==> src/smc_pkg.sv <==
// Constants for the standby mode controller
// Summary of operation
// - A slow oscillator that runs when stop is entered keeps running through the stop state.
// - The stabilization wait after stop is counted only from the start of oscillation.
// - The wait after power-up or reset comes from the nonvolatile option setting.
// - A pending unmasked interrupt on entry to either standby state causes immediate wake-up.
// - An immediate wake-up after stop holds operation about 34 us, plus the programmed wait for a resonator.
// - While reset is asserted both the system oscillator and the slow oscillator are stopped.
// - Software halt of the slow oscillator takes effect only when the option setting allows it.
package smc_pkg;
  localparam int  CLK_MHZ          = 20;
  localparam int  HOLD_NS          = 34000;
  localparam int  HOLD_CYC         = HOLD_NS * CLK_MHZ / 1000;
  localparam int  EXT_RST_NS       = 2000;
  localparam int  EXT_RST_CYC      = (EXT_RST_NS * CLK_MHZ + 999) / 1000;
  localparam int  SEL_W            = 3;
  localparam int  CNT_W            = 20;
  localparam int  BASE_SHIFT       = 10;
  localparam int  SHIFT_STEP       = 1;
  localparam int  OSC_START_CYC    = 4;
  localparam logic [7:0] RESET_OUT = 8'h00;
  typedef enum logic [2:0] {
    SMC_RUN, SMC_HALT, SMC_STOP, SMC_HOLD, SMC_WAIT, SMC_RSTWAIT
  } smc_state_t;
endpackage : smc_pkg

==> src/smc_counter.sv <==
// Down-counter used for hold and stabilization waits
`timescale 1ns/100ps
`default_nettype none
module smc_counter #(
  parameter int W = 20
) (
  input  wire logic         i_sys_clk,  // System clock
  input  wire logic         i_reset,    // Async reset, high
  input  wire logic         i_load,     // Load start value
  input  wire logic [W-1:0] i_value,    // Start value
  input  wire logic         i_enable,   // Count enable
  output logic              o_done      // Count reached zero
);
  logic [W-1:0] count;
  wire          at_zero = (count == '0);
  always_ff @(posedge i_sys_clk or posedge i_reset)
  begin
    if (i_reset)
    begin
      count  <= '0;
      o_done <= 1'b0;
    end
    else if (i_load)
    begin
      count  <= i_value;
      o_done <= 1'b0;
    end
    else if (i_enable)
    begin
      count  <= at_zero ? count : count - 1'b1;
      o_done <= at_zero;
    end
  end
endmodule : smc_counter
`default_nettype wire

==> src/smc_standby.sv <==
// Standby controller: halt and stop entry, wake-up and stabilization wait
`timescale 1ns/100ps
`default_nettype none
module smc_standby #(
  parameter int HOLD_CYC = smc_pkg::HOLD_CYC,
  parameter int OSC_START_CYC = smc_pkg::OSC_START_CYC
) (
  input  wire logic                     i_sys_clk,        // 20 MHz clock
  input  wire logic                     i_reset,          // Async reset, high
  input  wire logic                     i_reset_pin_n,    // External reset pin, low
  input  wire logic                     i_halt_instr,     // Core executes halt, pulse
  input  wire logic                     i_stop_instr,     // Core executes stop, pulse
  input  wire logic                     i_irq_pending,    // Any request set and unmasked
  input  wire logic [smc_pkg::SEL_W-1:0] i_stab_time_select, // Run-time wait select
  input  wire logic [smc_pkg::SEL_W-1:0] i_option_stab_sel,  // Option wait select
  input  wire logic                     i_option_slow_stoppable, // Option allows halt
  input  wire logic                     i_slow_osc_halt_control, // Software halt request
  input  wire logic                     i_resonator,      // Crystal/ceramic in use
  output logic                          o_cpu_clk_en,     // Processor clock gate
  output logic                          o_main_osc_en,    // System oscillator enable
  output logic                          o_slow_osc_en,    // Slow oscillator enable
  output logic                          o_int_reset,      // Internal reset to core
  output logic                          o_in_standby      // Halt or stop active
);
  localparam int CW = smc_pkg::CNT_W;
  logic [1:0] pin_sync;
  logic       pin_low;
  logic [7:0] pin_cnt;
  logic       ext_rst;
  smc_pkg::smc_state_t state, next_state;
  logic       slow_run;
  logic [4:0] osc_cnt;
  logic       osc_started;
  logic       hold_done;

  // Pin synchroniser and minimum-width filter
  always_ff @(posedge i_sys_clk or posedge i_reset)
  begin
    if (i_reset)
      pin_sync <= 2'h3;
    else
      pin_sync <= {pin_sync[0], i_reset_pin_n};
  end
  assign pin_low = ~pin_sync[1];
  always_ff @(posedge i_sys_clk or posedge i_reset)
  begin
    if (i_reset)
    begin
      pin_cnt <= 8'h00;
      ext_rst <= 1'b0;
    end
    else if (!pin_low)
    begin
      pin_cnt <= 8'h00;
      ext_rst <= 1'b0;
    end
    else if (pin_cnt >= 8'(smc_pkg::EXT_RST_CYC - 1))
      ext_rst <= 1'b1;
    else
      pin_cnt <= pin_cnt + 8'h01;
  end

  wire rst_any = ext_rst;
  wire in_stop = (state == smc_pkg::SMC_STOP);

  // Wait length select: option after reset, register after stop
  wire                      use_opt  = (state == smc_pkg::SMC_RSTWAIT);
  wire [smc_pkg::SEL_W-1:0] sel      = use_opt ? i_option_stab_sel : i_stab_time_select;
  wire [smc_pkg::CNT_W-1:0] stab_val = CW'(1) << (smc_pkg::BASE_SHIFT + 32'(sel));
  wire [smc_pkg::CNT_W-1:0] hold_val = CW'(HOLD_CYC);

  // Oscillation start detection: counting begins after this delay
  wire osc_on = o_main_osc_en;
  always_ff @(posedge i_sys_clk or posedge i_reset)
  begin
    if (i_reset)
    begin
      osc_cnt     <= 5'h00;
      osc_started <= 1'b0;
    end
    else if (!osc_on)
    begin
      osc_cnt     <= 5'h00;
      osc_started <= 1'b0;
    end
    else if (osc_cnt >= 5'(OSC_START_CYC))
      osc_started <= 1'b1;
    else
      osc_cnt <= osc_cnt + 5'h01;
  end

  wire enter_wait = (state == smc_pkg::SMC_HOLD) && hold_done && i_resonator;
  wire load_hold  = (state != smc_pkg::SMC_HOLD) && (next_state == smc_pkg::SMC_HOLD);
  // Reset wait keeps reloading until the oscillator has started
  wire load_stab  = enter_wait || ((state != smc_pkg::SMC_RSTWAIT) && rst_any) ||
                    (use_opt && !osc_started);
  wire cnt_load   = load_hold || load_stab;
  wire [smc_pkg::CNT_W-1:0] cnt_val = load_hold ? hold_val : stab_val;
  wire cnt_en     = osc_started;

  smc_counter #(.W(smc_pkg::CNT_W)) u_cnt (
    .i_sys_clk (i_sys_clk),
    .i_reset   (i_reset),
    .i_load    (cnt_load),
    .i_value   (cnt_val),
    .i_enable  (cnt_en),
    .o_done    (hold_done)
  );

  always_comb
  begin
    next_state = state;
    case (state)
      smc_pkg::SMC_RUN:
        if (rst_any)
          next_state = smc_pkg::SMC_RSTWAIT;
        else if (i_stop_instr)
          next_state = i_irq_pending ? smc_pkg::SMC_HOLD : smc_pkg::SMC_STOP;
        else if (i_halt_instr && !i_irq_pending)
          next_state = smc_pkg::SMC_HALT;
      smc_pkg::SMC_HALT:
        if (rst_any)
          next_state = smc_pkg::SMC_RSTWAIT;
        else if (i_irq_pending)
          next_state = smc_pkg::SMC_RUN;
      smc_pkg::SMC_STOP:
        if (rst_any)
          next_state = smc_pkg::SMC_RSTWAIT;
        else if (i_irq_pending)
          next_state = smc_pkg::SMC_HOLD;
      smc_pkg::SMC_HOLD:
        if (rst_any)
          next_state = smc_pkg::SMC_RSTWAIT;
        else if (hold_done)
          next_state = i_resonator ? smc_pkg::SMC_WAIT : smc_pkg::SMC_RUN;
      smc_pkg::SMC_WAIT:
        if (rst_any)
          next_state = smc_pkg::SMC_RSTWAIT;
        else if (hold_done)
          next_state = smc_pkg::SMC_RUN;
      smc_pkg::SMC_RSTWAIT:
        if (!rst_any && hold_done)
          next_state = smc_pkg::SMC_RUN;
      default:
        next_state = smc_pkg::SMC_RSTWAIT;
    endcase
  end

  // Slow oscillator: software halt only when option allows; kept through stop
  wire slow_halt_ok = i_option_slow_stoppable && i_slow_osc_halt_control;
  wire next_slow    = rst_any ? 1'b0 :
                      in_stop ? slow_run :
                      !slow_halt_ok;

  always_ff @(posedge i_sys_clk or posedge i_reset)
  begin
    if (i_reset)
    begin
      state         <= smc_pkg::SMC_RSTWAIT;
      slow_run      <= 1'b0;
      o_cpu_clk_en  <= 1'b0;
      o_main_osc_en <= 1'b0;
      o_slow_osc_en <= 1'b0;
      o_int_reset   <= 1'b1;
      o_in_standby  <= 1'b0;
    end
    else
    begin
      state         <= next_state;
      slow_run      <= next_slow;
      o_slow_osc_en <= next_slow;
      o_main_osc_en <= !rst_any && (next_state != smc_pkg::SMC_STOP);
      o_cpu_clk_en  <= (next_state == smc_pkg::SMC_RUN);
      o_int_reset   <= rst_any || (next_state == smc_pkg::SMC_RSTWAIT);
      o_in_standby  <= (next_state == smc_pkg::SMC_HALT) || (next_state == smc_pkg::SMC_STOP);
    end
  end
endmodule : smc_standby
`default_nettype wire

==> config.mk <==
export PLATFORM = sky130hd
export DESIGN_NAME = smc_standby
export DESIGN_NICKNAME = d
export VERILOG_FILES = /design/src/smc_pkg.sv /design/src/smc_counter.sv /design/src/smc_standby.sv
export SDC_FILE = /design/constraint.sdc
export NUM_CORES = 1
export LEC_CHECK = 0
export BUFFER_PORTS_ARGS = -buffer_cell sky130_fd_sc_hd__buf_4
export CORE_ASPECT_RATIO = 2
export CORE_MARGIN = 5
export CORE_UTILIZATION = 50
export CTS_CLUSTER_SIZE = 28
export DETAILED_ROUTE_END_ITERATION = 7
export GPL_ROUTABILITY_DRIVEN = 0
export PLACE_DENSITY = 0.75
export SYNTH_ARGS = -nofsm -noshare
export SYNTH_HDL_FRONTEND = slang
export SYNTH_HIERARCHICAL = 1
export SYNTH_SLANG_ARGS = --single-unit
==> constraint.sdc <==
create_clock -name i_sys_clk -period 2.45 [get_ports i_sys_clk]
set_clock_uncertainty 0.1 [all_clocks]
set_input_delay 0.245 -clock i_sys_clk [delete_from_list [all_inputs] [get_ports i_sys_clk]]
set_output_delay 0.245 -clock i_sys_clk [all_outputs]
set_load 0.05 [all_outputs]
# Word-level counts from Yosys, hierarchy flattened
# Cells that the tools add are included.
# totals
register_bits	46
out_inout_bits	5
wordCells	93
# op_classes
add_sub_neg	4
order_cmp	2
n_eq_ne	17
shift	1
n_mux	32
reduce_logical	24
# op_table
op	count
two-way mux 20 bit	4
two-way mux 3 bit	14
logical NOT 20 bit	1
<< shifter 1 x 5 -> 20 bit (first input constant)	1
subtractor 20 x 1 -> 20 bit (second input constant)	1
one-hot mux 3 bit (6 select lines)	1
two-way mux 8 bit	2
equality test 3 x 2 -> 1 bit (second input constant)	4
two-way mux 5 bit	2
equality test 3 bit (second input constant)	3
logical AND 1 bit	9
two-way mux 1 bit	9
adder 8 x 1 -> 8 bit (second input constant)	1
>= comparator 8 x 6 -> 1 bit (second input constant)	1
!= test 2 bit (second input constant)	4
equality test 3 x 1 -> 1 bit (second input constant)	2
logical NOT 3 bit	2
!= test 3 x 2 -> 1 bit (second input constant)	2
adder 4 x 3 -> 5 bit (first input constant)	1
adder 5 x 1 -> 5 bit (second input constant)	1
>= comparator 5 x 3 -> 1 bit (second input constant)	1
logical OR 1 bit	5
logical NOT 1 bit	4
nonzero test 2 bit	2
3 further kinds	3

# Depth between registers and ports, before layout
# logic_depth
word_depth	11
depth_mapped	11

# Modules after synthesis
# Netlist, hierarchy kept.
# modules_own_cells
mod	instances	cells_each	area_per_inst_um2
smc_standby	1	147	1446.4
smc_counter	1	146	1331.3

# Worst setup path before layout
# No wires, ideal clock.
# synth_timing
path_type	reg-to-reg
start	register state[0]
end	register u_cnt.count[14]
setup_time_ps	138
arrival_ps	2354
t_required_ps	2212
path_slack_ps	-142
stages_incl_launch_ff	11
path_buffers	3
period_less_slack_ps	2592
cell_sequence	dfstp_2 buf_6 inv_2 o22ai_1 a21o_2 a31oi_4 or3_1 clkbuf_1 clkbuf_1 o41ai_1 o41ai_1
# synth_between
elab_chain_len	9
word_cells_on_any_way	38
cone_classes	add/sub: 1; eq/ne: 9; shift: 1; mux: 16; reduce/logical: 11
# synth_lines
element	line_no	text
start: declaration	smc_standby.sv:30	smc_pkg::smc_state_t state, next_state;
start signal: assignment	smc_standby.sv:159	state <= smc_pkg::SMC_RSTWAIT;
start signal: assignment	smc_standby.sv:169	state <= next_state;
two-way mux 3 bit	smc_standby.sv:119	else if (i_halt_instr && !i_irq_pending)
two-way mux 3 bit	smc_standby.sv:117	else if (i_stop_instr)
two-way mux 3 bit	smc_standby.sv:115	if (rst_any)
one-hot mux 3 bit (6 select lines)	smc_standby.sv:113	case (state)
equality test 3 x 2 -> 1 bit	smc_standby.sv:93	wire load_hold = (state != smc_pkg::SMC_HOLD) && (next_state == smc_pkg::SMC_HOLD);
logical AND 1 bit	smc_standby.sv:93	
logical OR 1 bit (*)	smc_standby.sv:97	wire cnt_load = load_hold || load_stab;
via cnt_load	smc_standby.sv:97	
!= test 2 bit (no line) or nonzero test 2 bit (tied branches)	n/a	
AND reduction 2 bit (no line)	n/a	
end signal: assignment	smc_counter.sv:25	count <= i_value;
end signal: assignment	smc_counter.sv:30	count <= at_zero ? count : count - 1'b1;
end: declaration	smc_counter.sv:14	logic [W-1:0] count;
# The timed path passes the listed nets; every way through them passes the cells marked *.
# A chain may end at the register's enable or synchronous reset.

# Final worst setup path
# Same ends and word-level chain as after synthesis.

==> out/results.tsv <==
metric	value	unit
total gr overflow	0	
dpl hpwl	5130	microns
Max H-tree Level	2	
Port Buffers	19	
CP max stage delay	0.59	ns
WP data arrival	2.56	ns
maximum vdd drop	0.720	mV
final hold violation count	0	
WP buf/inv	3	
Final WS setup	-0.0193	ns
Die Wd	62.7	microns
CP delay by family, top	compound AO/OA/AOI/OAI gates	
Worst-Skew Late Latency	0.31	ns
drt drc	0	
Inserted Diodes	0	
Final Non-Filler Cells	401	
Slew @ Worst Pin	0.911	ns
P_leak	1.45	nW
worst path cell trace	buf_4 > inv_2 > o22ai_1 > a21o_2 > a31oi_4 > or3_4 > buf_4 > o41ai_2 > o41ai_1	
Pwr Total	3.52	mW
die span in y	115	microns
CTS Buffer Depth	2	
row count	38	
Core ar.	5420	sq um
dpl cells	389	
# setup viols final	1	
Req. time, crit path	2.54	ns
failing checks	setup timing	
sequential area share after synthesis	0.417	
total track usage	0.200	
Tmin final	2.47	ns
filler instances	474	
die area	7240	sq um
Root Buffer	clkbuf_8	
footprint of the multi-input gates	1550	sq um
Max-cap violations	0	
final antenna-violating net count	0	
Setup CP Type	reg -> reg	
commonest cells in the netlist	dfrtp_1 (41), nor2_1 (40), nand2_1 (26), inv_1 (13), o21ai_0 (12)	
Sink Count	46	
count leader, synth	dfrtp_1	
Routed WL per cell	16.7	microns
Synth Register Bits	46	
Netlist cell types	65	
Worst Path Max Fanout	14	
Post-Syn Area	2780	sq um
Setup crit start kind	flip-flop	
Area growth, synth to finish	19.9	%
DR vias/cell	5.89	
DRT iter0 DRCs	143	
cell taking the most area after synthesis	dfrtp_1	
maximum clock frequency	0.405	GHz
total wire length	6710	microns
Tcrit/Tclk final	1.01	
max-slew violations	0	
clock-pin slew on the worst setup and hold paths	0.09	ns
largest net degree at the start of global routing	26	
RSZ-0062 raised after global routing	yes	
Worst slew margin	0.392	
Avg Inst Size Synth	9.48	sq um
Synth Warn #	6	
# IOs	20	
Hold Crit Class	in -> async	
slowest CP cell	dfstp_2	
total power density per cell area	1060	nW/um^2
Async SR Flop Fraction	1.00	
initial antenna violation count	0	
ys flop type	dfrtp_1	
Final nets	361	
area fraction of the dominant cell type after synthesis	0.369	
Initial DRT Pass Iterations	4	
vias in the first global route	2468	
critical path capture point type	flip-flop	
initial core utilization	0.512	
Critical Path Most Common Cell	buf_4	
CTS tree	built	
share of cells above drive strength 1	0.267	
CTS Buf Count	5	
register area	1160	sq um
first-pass GRT wire length	11500	microns
ranking of synthesized cells by area	dfrtp_1 (37%), nor2_1 (5.4%), dfstp_2 (4.7%), nand2_1 (3.5%), ha_1 (2.7%)	
via count	2361	
pre-CTS setup slack	-0.178	ns
post-synthesis cell count	293	
run status	finished with violations	
Post-synth EDFFs	0	
-- registers in the layout, indices dropped and copies added, names as in the netlist --
name / count
o_int_reset: 1
state: 3
o_in_standby: 1
cnt_en: 1
u_cnt/o_done: 1
slow_run: 1
o_main_osc_en: 1
osc_cnt: 5
u_cnt/count: 20
ext_rst: 1
pin_sync: 2
pin_cnt: 8
o_cpu_clk_en: 1
-- per-stage QoR --
| stage | setup TNS, ns | area, sq um | util | hold WS (ns) |
|---|---|---|---|---|
| final | -0.0193 | 3330 | 0.614 | 0.0200 |
| after global routing | -0.379 | 3330 | 0.614 | 0.0326 |
| after CTS | 0 | 3310 | 0.611 | 0.0237 |
| after detailed placement | -0.437 | 3130 | 0.578 | 0.248 |
| after global placement | -0.209 | 3130 | 0.578 | 0.248 |
| after floorplan | -0.0333 | 2820 | - | 0.122 |
-- placed cells by master (no fill, tap or decap), types with 3 or more instances in the layout --
master	synthesis	layout
nand3_1	10	9
conb_1	1	5
nand4_1	7	7
buf_4	0	46
o211ai_1	4	4
o21ai_0	12	11
dfstp_2	5	5
o21ai_1	2	3
nor2b_1	6	5
and2_1	6	5
clkbuf_8	0	5
nand2_1	26	26
a21oi_1	11	11
o31ai_1	3	3
nor2_1	40	39
mux2_2	4	3
nor4_1	4	4
a31oi_1	8	8
or4_1	4	4
inv_1	13	13
ha_1	6	5
dfrtp_1	41	41
xor2_1	7	7
mux2i_1	5	5
xnor2_1	5	5
-- cell families (layout without fill, tap and decap cells) --
| family | count (synthesis) | count (layout) | synth area share |
|---|---|---|---|
| AO/OA/AOI/OAI | 68 | 68 | 0.194 |
| XOR/XNOR | 12 | 12 | 0.0378 |
| adder cells (fa/ha/maj) | 6 | 6 | 0.0270 |
| buffers and inverters | 27 | 71 | 0.0532 |
| flip-flops | 46 | 46 | 0.417 |
| multiplexers | 9 | 9 | 0.0342 |
| other | 1 | 5 | 0.00135 |
| AND/OR/NAND/NOR | 124 | 124 | 0.236 |
-- layer usage --
metal  part of all wire  wire length, microns  GRT usage
met5                  0                     0          0
met4              0.038                   258      0.118
met3              0.024                   158     0.0313
met2               0.56                  3790      0.383
met1               0.37                  2500      0.197
-- worst paths after layout --
| path | startpoint | to | slack, ns | depth (start not counted) |
|---|---|---|---|---|
| setup / recovery | state[0] | u_cnt/count[14] | -0.02 | 9 |
| hold / removal | i_reset | u_cnt/count[11] | 0.02 | 2 |
| setup reg to reg | state[0] | u_cnt/count[14] | -0.02 | 9 |
| hold reg to reg | pin_sync[0] | pin_sync[1] | 0.26 | 0 |
| max in group asynchronous | i_reset | o_in_standby | 1.64 | 2 |
| min in group i_sys_clk | i_slow_osc_halt_control | slow_run | 0.03 | 2 |
-- worst reg2reg max path, stage by stage (launching register included) --
cell and delay, ns:
dfstp_2 0.59, buf_4 0.13, inv_2 0.03, o22ai_1 0.15, a21o_2 0.18, a31oi_4 0.09, or3_4 0.45, buf_4 0.21
o41ai_2 0.31, o41ai_1 0.11
-- power by group --
part | total [mW] | switching, mW | internal (mW)
Combinational | 1.71 | 0.929 | 0.782
Clock | 0.574 | 0.271 | 0.303
Sequential | 1.23 | 0.258 | 0.974
Total | 3.52 | 1.46 | 2.06
-- what timing repair did --
item                                    CTS  global route
buffers inserted                          3             0
hold buffers                              1             0
endpoints found under the setup margin    7            11
gates cloned                              0             0
gates resized for setup                   6             6
pin swaps                                 1             1
hold endpoints to repair                  1             0
-- final cells by class --
class	count	share of cell area
Inverter	15	0.0177
Clock inverter	3	0.0135
Multi-Input combinational cell	224	0.465
Timing Repair Buffer	48	0.113
Sequential cell	46	0.348
Tap cell	60	0.0225
Clock buffer	5	0.0207
(Power assumes the default switching activity.)
